[src/rtl/fcs_pkg.sv]
package fcs_pkg;
  // Register byte offsets
  localparam logic [7:0] OFS_DIV = 8'h00;
  localparam logic [7:0] OFS_STAT = 8'h04;
  localparam logic [7:0] OFS_CMD = 8'h08;
  localparam logic [7:0] OFS_PROT = 8'h0C;
  localparam logic [7:0] OFS_ARRAY = 8'h10;
  // Divider register fields
  localparam int DIV_LOADED_BIT = 7;
  localparam int PRESCALE_BIT = 6;
  localparam int DIV_MSB = 5;
  localparam logic [2:0] PRE_LAST = 3'h7;
  // Status register fields
  localparam int STAT_CBEF = 7;
  localparam int STAT_CCF = 6;
  localparam int STAT_PVIOL = 5;
  localparam int STAT_ACCERR = 4;
  localparam int STAT_BLANK = 2;
  // Array write word: address low, data above it
  localparam int ARR_DATA_LSB = 16;
  localparam int ARR_DATA_MSB = 23;
  // Geometry
  localparam int ROW_MSB = 5;
  localparam int PAGE_LSB = 9;
  localparam int PROT_DIS_BIT = 0;
  localparam logic [8:0] PAGE_ONES = 9'h1FF;
  localparam logic [7:0] PROT_RESET = 8'hFF;
  // Command codes
  localparam logic [7:0] CMD_BLANK = 8'h05;
  localparam logic [7:0] CMD_BYTE = 8'h20;
  localparam logic [7:0] CMD_BURST = 8'h25;
  localparam logic [7:0] CMD_PAGE = 8'h40;
  localparam logic [7:0] CMD_MASS = 8'h41;
  // Operation lengths in timing-clock pulses
  localparam int CNT_W = 16;
  localparam logic [15:0] T_BYTE_TICKS = 16'h0009;
  localparam logic [15:0] T_BURST_TICKS = 16'h0004;
  localparam logic [15:0] T_PAGE_TICKS = 16'h0FA0;
  localparam logic [15:0] T_MASS_TICKS = 16'h4E20;
  localparam logic [15:0] T_BLANK_TICKS = 16'h0010;

  typedef struct packed {
    logic [7:0] code;
    logic [15:0] addr;
    logic [7:0] data;
  } fcs_cmd_s;

  typedef struct packed {
    logic pump_on;
    logic active;
    logic [7:0] code;
    logic [15:0] addr;
    logic [7:0] data;
  } fcs_array_s;

  typedef enum logic {ST_IDLE, ST_RUN} fcs_state_e;
endpackage : fcs_pkg

[src/rtl/fcs_sequencer.sv]
// The placing of the registers and the AHB-Lite slave port are this design's own decisions.
module fcs_sequencer #(
  parameter logic [15:0] T_BYTE = fcs_pkg::T_BYTE_TICKS,
  parameter logic [15:0] T_BURST = fcs_pkg::T_BURST_TICKS,
  parameter logic [15:0] T_PAGE = fcs_pkg::T_PAGE_TICKS,
  parameter logic [15:0] T_MASS = fcs_pkg::T_MASS_TICKS,
  parameter logic [15:0] T_BLANK = fcs_pkg::T_BLANK_TICKS
) (
  // Clock and reset
  input wire logic hclk,
  input wire logic hresetn,
  // AHB-Lite slave
  input wire logic hsel,
  input wire logic [31:0] haddr,
  input wire logic [1:0] htrans,
  input wire logic hwrite,
  input wire logic [2:0] hsize,
  input wire logic [31:0] hwdata,
  input wire logic hready,
  output logic [31:0] hrdata,
  output logic hreadyout,
  output logic hresp,
  // Flash array and pump
  output fcs_pkg::fcs_array_s flash_array,
  input wire logic array_erased,
  // Protection source and debug access
  input wire logic [7:0] nonvolatile_protection_byte,
  input wire logic dbg_prot_we,
  input wire logic [7:0] dbg_prot_data
);
  import fcs_pkg::*;

  ////////////////////////////////////////////////////////////////////////////
  logic ap_valid_reg, ap_valid_next;
  logic ap_write_reg, ap_write_next;
  logic [7:0] ap_addr_reg, ap_addr_next;
  logic [31:0] rdata_reg, rdata_next;
  logic [6:0] div_reg, div_next;
  logic div_loaded_reg, div_loaded_next;
  logic accerr_reg, accerr_next;
  logic pviol_reg, pviol_next;
  logic blank_reg, blank_next;
  fcs_cmd_s latch_reg, latch_next;
  logic [1:0] stage_reg, stage_next;
  logic buf_v_reg, buf_v_next;
  fcs_cmd_s buf_reg, buf_next;
  fcs_state_e state_reg, state_next;
  fcs_cmd_s cur_reg, cur_next;
  logic pump_reg, pump_next;
  logic [CNT_W-1:0] cnt_reg, cnt_next;
  logic [2:0] pre_reg, pre_next;
  logic [DIV_MSB:0] dcnt_reg, dcnt_next;
  logic [7:0] prot_reg, prot_next;
  logic prot_ld_reg;
  logic pre_tick, fclk_tick;
  logic wr, wr_div, wr_stat, wr_cmd, wr_array, launch_req;
  logic cbef, ccf, seq_ok, prot_on, prot_hit, burst_hold, run_done;
  logic [15:0] last_unprot;

  // Stage codes of the three-step sequence
  localparam logic [1:0] STG_NONE = 2'h0;
  localparam logic [1:0] STG_ADDR = 2'h1;
  localparam logic [1:0] STG_CMD = 2'h2;

  function automatic logic code_valid(input logic [7:0] c);
    return c == CMD_BLANK || c == CMD_BYTE || c == CMD_BURST ||
      c == CMD_PAGE || c == CMD_MASS;
  endfunction : code_valid

  function automatic logic [CNT_W-1:0] std_ticks(input logic [7:0] c);
    case (c)
      CMD_BYTE, CMD_BURST: return T_BYTE;
      CMD_PAGE: return T_PAGE;
      CMD_MASS: return T_MASS;
      default: return T_BLANK;
    endcase
  endfunction : std_ticks

  ////////////////////////////////////////////////////////////////////////////
  // Bus slave: zero wait states, read data registered in address phase
  assign hreadyout = 1'b1;
  assign hresp = 1'b0;
  assign hrdata = rdata_reg;
  assign wr = ap_valid_reg && ap_write_reg;
  assign wr_div = wr && ap_addr_reg == OFS_DIV;
  assign wr_stat = wr && ap_addr_reg == OFS_STAT;
  assign wr_cmd = wr && ap_addr_reg == OFS_CMD;
  assign wr_array = wr && ap_addr_reg == OFS_ARRAY;
  assign launch_req = wr_stat && hwdata[STAT_CBEF];

  // Address phase capture and read mux; unmapped words read zero
  always_comb begin
    ap_valid_next = hsel && hready && htrans[1];
    ap_write_next = hwrite;
    ap_addr_next = haddr[7:0];
    rdata_next = rdata_reg;
    if (ap_valid_next && !hwrite) begin
      rdata_next = 32'h0000_0000;
      case (haddr[7:0])
        OFS_DIV: rdata_next[7:0] = {div_loaded_reg, div_reg};
        OFS_STAT: begin
          rdata_next[STAT_CBEF] = cbef;
          rdata_next[STAT_CCF] = ccf;
          rdata_next[STAT_PVIOL] = pviol_reg;
          rdata_next[STAT_ACCERR] = accerr_reg;
          rdata_next[STAT_BLANK] = blank_reg;
        end
        OFS_CMD: rdata_next[7:0] = latch_reg.code;
        OFS_PROT: rdata_next[7:0] = prot_reg;
        OFS_ARRAY: rdata_next[ARR_DATA_MSB:0] = {latch_reg.data, latch_reg.addr};
        default: rdata_next = 32'h0000_0000;
      endcase
    end
  end

  always_ff @(posedge hclk or negedge hresetn) begin
    if (!hresetn) begin
      ap_valid_reg <= 1'b0;
      ap_write_reg <= 1'b0;
      ap_addr_reg <= 8'h00;
      rdata_reg <= 32'h0000_0000;
    end else begin
      ap_valid_reg <= ap_valid_next;
      ap_write_reg <= ap_write_next;
      ap_addr_reg <= ap_addr_next;
      rdata_reg <= rdata_next;
    end
  end

  ////////////////////////////////////////////////////////////////////////////
  // prescale and divide
  always_comb begin
    pre_next = pre_reg;
    dcnt_next = dcnt_reg;
    fclk_tick = 1'b0;
    pre_tick = !div_reg[PRESCALE_BIT] || pre_reg == PRE_LAST;
    // Held still until the divisor is valid
    if (div_loaded_reg) begin
      pre_next = pre_tick ? 3'h0 : pre_reg + 3'h1;
      if (pre_tick) begin
        if (dcnt_reg == div_reg[DIV_MSB:0]) begin
          dcnt_next = '0;
          fclk_tick = 1'b1;
        end else begin
          dcnt_next = dcnt_reg + 6'h01;
        end
      end
    end
  end

  always_ff @(posedge hclk or negedge hresetn) begin
    if (!hresetn) begin
      pre_reg <= 3'h0;
      dcnt_reg <= '0;
    end else begin
      pre_reg <= pre_next;
      dcnt_reg <= dcnt_next;
    end
  end

  ////////////////////////////////////////////////////////////////////////////
  // Status and protection decode
  // empty only when buffer slot free
  assign cbef = !buf_v_reg;
  // complete when idle and nothing queued
  assign ccf = state_reg == ST_IDLE && !buf_v_reg;
  assign seq_ok = !accerr_reg && !pviol_reg;
  assign prot_on = !prot_reg[PROT_DIS_BIT];
  assign last_unprot = {prot_reg[7:1], PAGE_ONES};
  // region above boundary, nonvolatile byte included
  assign prot_hit = prot_on && (latch_reg.code == CMD_MASS ||
    (latch_reg.code != CMD_BLANK && latch_reg.addr > last_unprot));
  assign burst_hold = cur_reg.code == CMD_BURST && buf_v_reg &&
    buf_reg.code == CMD_BURST && buf_reg.addr == cur_reg.addr + 16'h0001 &&
    buf_reg.addr[ROW_MSB:0] != '0;
  assign run_done = state_reg == ST_RUN && fclk_tick && cnt_reg <= 16'h0001;

  assign flash_array = '{pump_on: pump_reg, active: state_reg == ST_RUN,
    code: cur_reg.code, addr: cur_reg.addr, data: cur_reg.data};

  ////////////////////////////////////////////////////////////////////////////
  // Register file and command engine
  always_comb begin
    div_next = div_reg;
    div_loaded_next = div_loaded_reg;
    accerr_next = accerr_reg;
    pviol_next = pviol_reg;
    blank_next = blank_reg;
    latch_next = latch_reg;
    stage_next = stage_reg;
    buf_v_next = buf_v_reg;
    buf_next = buf_reg;
    state_next = state_reg;
    cur_next = cur_reg;
    pump_next = pump_reg;
    cnt_next = cnt_reg;
    prot_next = prot_reg;
    // load once after reset, then debug port only
    if (!prot_ld_reg) begin
      prot_next = nonvolatile_protection_byte;
    end else if (dbg_prot_we) begin
      prot_next = dbg_prot_data;
    end
    // Clears come first so a same-cycle error wins
    if (wr_stat && hwdata[STAT_PVIOL]) pviol_next = 1'b0;
    if (wr_stat && hwdata[STAT_ACCERR]) accerr_next = 1'b0;
    // single write, blocked during access error
    if (wr_div && !accerr_reg && !div_loaded_reg) begin
      div_next = hwdata[6:0];
      div_loaded_next = 1'b1;
    end
    case (state_reg)
      ST_IDLE: begin
        // pump back on for a fresh command other than a blank check
        if (buf_v_reg) begin
          cur_next = buf_reg;
          buf_v_next = 1'b0;
          state_next = ST_RUN;
          pump_next = buf_reg.code != CMD_BLANK;
          cnt_next = std_ticks(buf_reg.code);
        end
      end
      ST_RUN: begin
        if (fclk_tick && !run_done) begin
          cnt_next = cnt_reg - 16'h0001;
        end else if (run_done) begin
          if (cur_reg.code == CMD_BLANK) blank_next = array_erased;
          if (burst_hold) begin
            cur_next = buf_reg;
            buf_v_next = 1'b0;
            cnt_next = T_BURST;
          // pump off, one idle cycle before next
          end else begin
            state_next = ST_IDLE;
            pump_next = 1'b0;
          end
        end
      end
      default: state_next = ST_IDLE;
    endcase
    // Sequence writes only while no error is pending
    if (seq_ok) begin
      if (wr_array) begin
        if (stage_reg == STG_NONE && cbef) begin
          latch_next.addr = hwdata[15:0];
          latch_next.data = hwdata[ARR_DATA_MSB:ARR_DATA_LSB];
          stage_next = STG_ADDR;
        end else begin
          accerr_next = 1'b1;
          stage_next = STG_NONE;
        end
      end
      if (wr_cmd) begin
        if (stage_reg == STG_ADDR && code_valid(hwdata[7:0])) begin
          latch_next.code = hwdata[7:0];
          stage_next = STG_CMD;
        end else begin
          accerr_next = 1'b1;
          stage_next = STG_NONE;
        end
      end
      if (launch_req) begin
        stage_next = STG_NONE;
        if (stage_reg != STG_CMD || !cbef || !div_loaded_reg) begin
          accerr_next = 1'b1;
        end else if (prot_hit) begin
          pviol_next = 1'b1;
        end else begin
          buf_v_next = 1'b1;
          buf_next = latch_reg;
          if (latch_reg.code == CMD_PAGE) begin
            buf_next.addr[PAGE_LSB-1:0] = '0;
          end
        end
      end
    end
  end

  always_ff @(posedge hclk or negedge hresetn) begin
    if (!hresetn) begin
      div_reg <= 7'h00;
      div_loaded_reg <= 1'b0;
      accerr_reg <= 1'b0;
      pviol_reg <= 1'b0;
      blank_reg <= 1'b0;
      latch_reg <= '0;
      stage_reg <= STG_NONE;
      buf_v_reg <= 1'b0;
      buf_reg <= '0;
      state_reg <= ST_IDLE;
      cur_reg <= '0;
      pump_reg <= 1'b0;
      cnt_reg <= '0;
      prot_reg <= PROT_RESET;
      prot_ld_reg <= 1'b0;
    end else begin
      div_reg <= div_next;
      div_loaded_reg <= div_loaded_next;
      accerr_reg <= accerr_next;
      pviol_reg <= pviol_next;
      blank_reg <= blank_next;
      latch_reg <= latch_next;
      stage_reg <= stage_next;
      buf_v_reg <= buf_v_next;
      buf_reg <= buf_next;
      state_reg <= state_next;
      cur_reg <= cur_next;
      pump_reg <= pump_next;
      cnt_reg <= cnt_next;
      prot_reg <= prot_next;
      prot_ld_reg <= 1'b1;
    end
  end
endmodule : fcs_sequencer

[config.mk]
export PLATFORM = sky130hd
export DESIGN_NAME = fcs_sequencer
export DESIGN_NICKNAME = d
export VERILOG_FILES = /design/src/rtl/fcs_pkg.sv /design/src/rtl/fcs_sequencer.sv
export SDC_FILE = /design/constraint.sdc
export NUM_CORES = 1
export LEC_CHECK = 0
export BUFFER_PORTS_ARGS = -buffer_cell sky130_fd_sc_hd__buf_2
export CAP_MARGIN = 10
export CORE_MARGIN = 8
export CORE_UTILIZATION = 60
export DETAILED_ROUTE_END_ITERATION = 8
export PLACE_DENSITY = 0.84
export SETUP_SLACK_MARGIN = 0.02
export SLEW_MARGIN = 20
export SYNTH_ARGS = -nofsm -noshare
export SYNTH_HDL_FRONTEND = slang
export SYNTH_SLANG_ARGS = --single-unit
[constraint.sdc]
create_clock -name hclk -period 4.66 [get_ports hclk]
set_input_delay 0.932 -clock hclk [delete_from_list [all_inputs] [get_ports hclk]]
set_output_delay 0.932 -clock hclk [all_outputs]
set_load 0.05 [all_outputs]
==> results of run 1 <==
[area by class of cell]
cell class,count,area (um^2),share of cell area
clock buffers,18,439,0.0437
clock inverters,14,160,0.0159
inverters,25,93.8,0.00933
multi-input cells,584,3960,0.394
flip-flops and latches,180,4510,0.449
well taps,184,230,0.0229
repair buffers,121,657,0.0653
[metal layers]
layer | share of wire | GRT usage | up-vias
li1 | - | - | 3148
met1 | 0.42 | 0.298 | 3324
met2 | 0.49 | 0.393 | 269
met3 | 0.072 | 0.0606 | 42
met4 | 0.018 | 0.0760 | 0
met5 | 0 | 0 | -
[stage by stage]
step / setup WS [ns] / utilization / std cells
3_5_place_dp: 1.08 / 0.656 / 1094
2_1_floorplan: 1.39 / - / 835
5_1_grt: 0.805 / 0.697 / 1126
3_3_place_gp: 1.14 / 0.656 / 1094
4_1_cts: 1.05 / 0.697 / 1126
6_report: 1.04 / 0.697 / 1126
[worst min-delay path by stage]
stage	from	end	slack (ns)	cells past startpoint
3_3_place_gp	hrdata[17]$_DFFE_PN0P_	hrdata[17]$_DFFE_PN0P_	0.45	2
6_report	hrdata[16]$_DFFE_PN0P_	hrdata[16]$_DFFE_PN0P_	0.47	2
5_1_grt	hrdata[16]$_DFFE_PN0P_	hrdata[16]$_DFFE_PN0P_	0.50	2
3_5_place_dp	hrdata[16]$_DFFE_PN0P_	hrdata[16]$_DFFE_PN0P_	0.45	2
4_1_cts	hrdata[16]$_DFFE_PN0P_	hrdata[16]$_DFFE_PN0P_	0.47	2
2_1_floorplan	cnt_reg[7]$_DFFE_PN0P_	cnt_reg[7]$_DFFE_PN0P_	0.45	2
[cell usage after synthesis, drive strengths merged (4+ instances only)]
| cell | instances | area [um^2] |
|---|---|---|
| dfstp | 8 | 210 |
| and2 | 4 | 25.0 |
| or2 | 4 | 25.0 |
| and3 | 7 | 43.8 |
| a221oi | 5 | 43.8 |
| a21oi | 35 | 175 |
| or4 | 4 | 30.0 |
| dfrtp | 172 | 4300 |
| o21ai | 50 | 250 |
| ha | 13 | 163 |
| nor2b | 10 | 62.6 |
| clkbuf | 24 | 90.1 |
| or3 | 12 | 75.1 |
| xor2 | 10 | 87.6 |
| buf | 22 | 165 |
| xnor2 | 20 | 175 |
| a21o | 5 | 38.8 |
| nand4 | 12 | 75.1 |
| nand3 | 49 | 245 |
| a32o | 5 | 50.1 |
| nand2 | 85 | 319 |
| nand2b | 8 | 50.1 |
| nor3b | 4 | 30.0 |
| nor2 | 43 | 161 |
| nor3 | 18 | 90.1 |
| inv | 25 | 93.8 |
| mux2 | 94 | 1070 |
| o31ai | 6 | 45.0 |
| a22oi | 6 | 45.0 |
| o22ai | 5 | 31.3 |
| mux2i | 12 | 120 |
| nor4 | 15 | 100 |
[kinds of logic (layout without fill, tap and decap cells)]
kind of cell,Yosys count,in the layout,share of synthesized area
other,2,11,0.000856
flip-flops,180,180,0.514
multiplexers,106,106,0.136
XOR/XNOR,30,30,0.0299
adder cells (fa/ha/maj),13,13,0.0185
buffers and inverters,71,178,0.0398
AO/OA/AOI/OAI,141,141,0.101
AND/OR/NAND/NOR,283,283,0.160
[cells in the final DEF, fill, tap and decap left out, types with 6 or more instances in the layout]
| master | netlist | routed |
|---|---|---|
| and3_1 | 7 | 7 |
| conb_1 | 2 | 11 |
| ha_1 | 13 | 13 |
| a22oi_1 | 6 | 6 |
| dfstp_2 | 8 | 8 |
| nor3_1 | 18 | 18 |
| inv_8 | 0 | 6 |
| nor2_1 | 43 | 43 |
| a21oi_1 | 35 | 34 |
| nand2b_1 | 8 | 8 |
| nor4_1 | 14 | 14 |
| o31ai_1 | 6 | 6 |
| nand4_1 | 12 | 12 |
| nor2b_1 | 10 | 10 |
| buf_4 | 14 | 6 |
| xor2_1 | 10 | 10 |
| mux2i_1 | 12 | 12 |
| nand2_1 | 85 | 85 |
| mux2_2 | 91 | 91 |
| o21ai_0 | 50 | 50 |
| dfrtp_1 | 172 | 172 |
| nand3_1 | 49 | 49 |
| or3_1 | 12 | 11 |
| buf_2 | 5 | 112 |
| clkbuf_16 | 0 | 17 |
| inv_1 | 25 | 25 |
| xnor2_1 | 20 | 20 |
[power breakdown]
| group | internal (mW) | leakage (nW) | switching, mW |
|---|---|---|---|
| combinational | 0.0738 | 2.27 | 0.148 |
| clock | 0.778 | 0.291 | 0.665 |
| sequential | 1.61 | 2.32 | 0.0391 |
| total | 2.46 | 4.89 | 0.851 |
[worst register-to-register path, cell delays in order, from the launching register on]
cell,delay (ns)
dfrtp_1,0.42
nor4b_2,0.28
nand2_1,0.15
or4_1,0.54
nor4_1,0.31
nand4_1,0.21
nor4_2,0.48
a21o_2,0.49
buf_12,0.26
mux2_2,0.37
==> results.md, run 1 <==
* Outcome: completed
* Placer congestion estimate at between 0.9 and 1
* Post-CTS Setup Bufs at 0
* Clock sinks at 180
* Hold Crit Class: register to register
* Ant. Diodes at 0
* Die ar. at 18,800 um^2
* Ys flop type: dfrtp_1
* Fin. Hold Viols at 0
* Top delay family on crit path: simple AND/OR/NAND/NOR gates
* Htree depth at 4
* Final HPWL DP at 15.1 mm
* Static Leak at 4.89 nW
* Routed Antenna Nets at 0
* Period Utilization, post-route at 0.777
* CP cell instances: nor4b_2, nand2_1, or4_1, nor4_1, nand4_1, nor4_2, a21o_2, buf_12, mux2_2
* Max cap viols at 0
* CTS Buffer Depth at 2
* Num rows at 44
* Routed len/inst at 19.2 um
* TritonRoute pass-1 iters at 5
* Final WL at 21.6 mm
* Synth Register Bits at 180
* Tot Pwr at ~3.3 mW
* Clk root buf: clkbuf_16
* Vias/cell at 6.02
* Die X-Extent at 137 um
* FF-to-FF setup slack at 1.04 ns
* Largest net degree at the start of global routing at 102
* Reg2reg start: flash_array[28]$_DFFE_PN0P_
* Final Cell Area at a little over 10,000 um^2
* Max_slew headroom at 0.273
* Crit start category: register
* Post-synth cell types at 63
* CP Class: register to register
* Critical path buffers and inverters at 1
* Worst Reg-to-Reg Cells at 9
* Layout area overhead at 14.6%
* Total number of vias at 6,783
* CP endpoint: flash_array[15]$_DFFE_PN0P_
* Worst IR drop on VDD at 0.294 mV
* Ys async rst share at 1.00
* Post-Syn Area per Cell at about 11 um^2
* Area of the mapped netlist at 8780 um^2
* CTS Hold Bufs at 0
* Minimum clock period after layout at 3.62 ns
* Clock Skew at about 0.0096 ns
* I/O pins at 160
* CP Data Required Time at 4.98 ns
* Fmax at 276 MHz
* Worst-Skew Late Latency at between 0.4 and 0.5 ns
* Layout cells sized above 1 at 0.283
* Worst-margin pin slew at roughly 1.1 ns
* Initial antenna violation count at 0
* CP startpoint: flash_array[28]$_DFFE_PN0P_
* CP Depth at 9
* GRT Resource Usage Total at 0.237
* Cell area power density at 329 nW/um^2
* Max-slew violations at 0
* Cells after Synth at 826
* Yosys warning count at 0
* Final #Nets at 1,034
* R2r endpoint: flash_array[15]$_DFFE_PN0P_
* Max FO, Critical Path at 24
* Vias in the first global route at 6,804
* Port bufs at 113
* Num CTS Buffers at 17
* Core ar. at 14,400 um^2
* DP Area at 9460 um^2
* Clock-pin slew on the worst setup and hold paths at 0.07 ns
* DRC at 0
* Seq/Total Area, Yosys at 0.514
* CTS tree: built
* Critical path's largest stage delay at 0.54 ns
* Final Hold Slack at 0.465 ns
* Initial DRC count at 533
* Initial Util at 0.608
* Kind of end point of the critical path: register
* Layout fillers at around 1,100
* First-pass GRT wire length at about 35 mm
* Grt total ovfl at 0
* Critical path arrival at 3.94 ns
* Unrepaired setup endpoints after global routing: no
* Setup TNS at 0 ns
* Final Setup Violations at 0
* Post-synth EDFFs at 0
* Die height at around 140 um
* CTS resizes at 0
* Worst path slowest cell: or4_1
No activity file was read; power rests on OpenSTA's default activity.
==> run 2: changes to the inputs <==
CORE_UTILIZATION = 56   (was 60)
PLACE_DENSITY = 0.79   (was 0.84)
clock period = 3.6 ns   (was 4.66 ns; I/O delays follow)
==> run 2 against run 1 <==
Compared with the run above:
- clock power rose by 35%
- critical endpoint is now flash_array[27]$_DFFE_PN0P_
- non-clock buffer count rose by 5
- clock-buffer cell count fell by 1
- hold slack got worse by 0.21 ns
- fmax rose by 8.3%
- register-to-register slack got worse by 0.78 ns
- critical path type unchanged
- die area rose by 6.3%
- sequential share of layout area fell by 0.46 points
- highest routed layer is now met5
- first-iteration DRC count rose by 6.6%
==> results.md, run 2 (synthesis results as in run 1) <==
* Outcome: completed
* Routed Antenna Nets at 0
* DR WL met3 at 1.59 mm
* CTS Hold Bufs at 0
* Final std cells w/o fill at 1,158
* Kind of end point of the critical path: register
* Part of the power in the clock network at 0.446
* Clock sinks at 180
* Htree depth at 4
* Die height at approximately 140 um
* I/O pins at 160
* Cell area power density at 429 nW/um^2
* Met2 wire len at 10.3 mm
* FF-to-FF setup slack at about 0.26 ns
* Max-slew violations at 0
* Fmax at 299 MHz
* CP Data Required Time at ~4 ns
* Internal at 3.29 mW
* DRC at 0
* Initial Util at 0.575
* # placed instances at approximately 1,100
* Max_slew headroom at 0.346
* Fin. Hold Viols at 0
* DRT met1 WL at 9.08 mm
* Critical path arrival at 3.66 ns
* Initial antenna violation count at 2
* Combinational fraction of design power at 0.065
* TritonRoute pass-1 iters at 5
* DR top layer: met5
* Largest net degree at the start of global routing at 89
* GRT Resource Usage Total at 0.221
* Clock-pin slew on the worst setup and hold paths at 0.07 ns
* CTS resizes at 0
* Hold Crit Class: input port to asynchronous set/reset pin
* Post-CTS Setup Bufs at 0
* Period Utilization, post-route at 0.929
* Worst Slack Setup Final at roughly 0.26 ns
* Net switching fraction of the power at 0.246
* Total number of vias at 6,704
* Initial DRC count at 568
* Max cap viols at 0
* Port bufs at 113
* Worst IR drop on VDD at 0.375 mV
* Part of the power in registers at 0.489
* Commonest non-fill, non-tap cell in the layout: dfrtp_1
* Pre-CTS setup slack at slightly above 0.3 ns
* Routed len/inst at 18.4 um
* Crit start category: register
* Vias/cell at 5.79
* Max FO, Critical Path at 15
* Num CTS Buffers at 17
* R2r endpoint: flash_array[27]$_DFFE_PN0P_
* Unrepaired setup endpoints after global routing: no
* Num rows at 45
* Die X-Extent at about 140 um
* Clk root buf: clkbuf_16
* Clock Skew at 0.0107 ns
* Worst-Skew Late Latency at 0.43 ns
* Layout fillers at 1,154
* Final #Nets at roughly 1,000
* Reg2reg start: flash_array[8]$_DFFE_PN0P_
* DP Area at 9540 um^2
* Setup TNS at 0 ns
* Final HPWL DP at around 15 mm
* Static Leak at 4.93 nW
* Core ar. at 15,300 um^2
* First-pass GRT wire length at 35.3 mm
* Most frequent cells in the layout: 172 x dfrtp_1, 112 x buf_2, 91 x mux2_2, 85 x nand2_1, 50 x o21ai_0
* Vias in the first global route at around 6,800
* Layout area overhead at 15.8%
* Final Setup Violations at 0
* Final Cell Area at 10,200 um^2
* Placer congestion estimate at 0.882
* Die ar. at 19,900 um^2
* Grt total ovfl at 0
* Sw Pwr at 1.07 mW
* CP Class: register to register
* Final WL at 21.3 mm
* CTS tree: built
* Worst Reg-to-Reg Cells at 10
* Ant. Diodes at 0
* Layout cells sized above 1 at 0.286
* Minimum clock period after layout at 3.34 ns
* CTS Buffer Depth at 2
* Worst-margin pin slew at 0.982 ns
-- run 2: worst max-delay path by stage --
stage                               start                           to  slack, ns  cells after the start
2_1_floorplan  flash_array[8]$_DFFE_PN0P_  flash_array[28]$_DFFE_PN0P_       0.33                     12
3_3_place_gp   flash_array[8]$_DFFE_PN0P_  flash_array[24]$_DFFE_PN0P_       0.36                      9
3_5_place_dp   flash_array[8]$_DFFE_PN0P_  flash_array[24]$_DFFE_PN0P_       0.31                     10
4_1_cts        flash_array[8]$_DFFE_PN0P_  flash_array[24]$_DFFE_PN0P_       0.28                     10
5_1_grt        flash_array[8]$_DFFE_PN0P_  flash_array[24]$_DFFE_PN0P_       0.09                     10
6_report       flash_array[8]$_DFFE_PN0P_  flash_array[27]$_DFFE_PN0P_       0.26                     10
-- run 2: layout make-up --
class,instances,area [um^2],share of cell area
Tap cell,211,264,0.0260
Sequential cell,180,4510,0.444
Inverter,25,93.8,0.00923
Multi-Input combinational cell,584,3960,0.390
Clock inverter,15,195,0.0192
Timing Repair Buffer,126,707,0.0696
Clock buffer,17,425,0.0419
-- run 2: per-stage QoR --
stage          utilization  total power, mW  hold slack [ns]
2_1_floorplan            -             2.33            0.424
3_3_place_gp         0.625             2.44            0.446
3_5_place_dp         0.625             2.45            0.456
4_1_cts              0.666             4.39            0.292
5_1_grt              0.666             4.50            0.307
6_report             0.666             4.36            0.254
-- run 2: per-layer routing --
layer | track usage | up-vias
met4 | 0.0639 | 4
met5 | 0 | -
met2 | 0.354 | 206
li1 | - | 3162
met3 | 0.0709 | 34
met1 | 0.282 | 3298
-- run 2: power groups by stage --
stage          clock [mW]  sequential (mW)  combinational, mW
2_1_floorplan           0             2.19              0.138
3_3_place_gp            0             2.17              0.278
3_5_place_dp            0             2.17              0.285
4_1_cts              1.97             2.13              0.288
5_1_grt              2.05             2.14              0.317
6_report             1.95             2.13              0.285
-- run 2: critical path, cell delays in order, from the launching register on --
cell      delay [ns]
dfrtp_1         0.47
ha_1            0.36
and2_0          0.31
nand4_1         0.15
or3_1           0.32
o211ai_1        0.10
nand4_1         0.18
nor4_2          0.46
a21o_2          0.25
buf_4           0.25
mux2_2          0.36
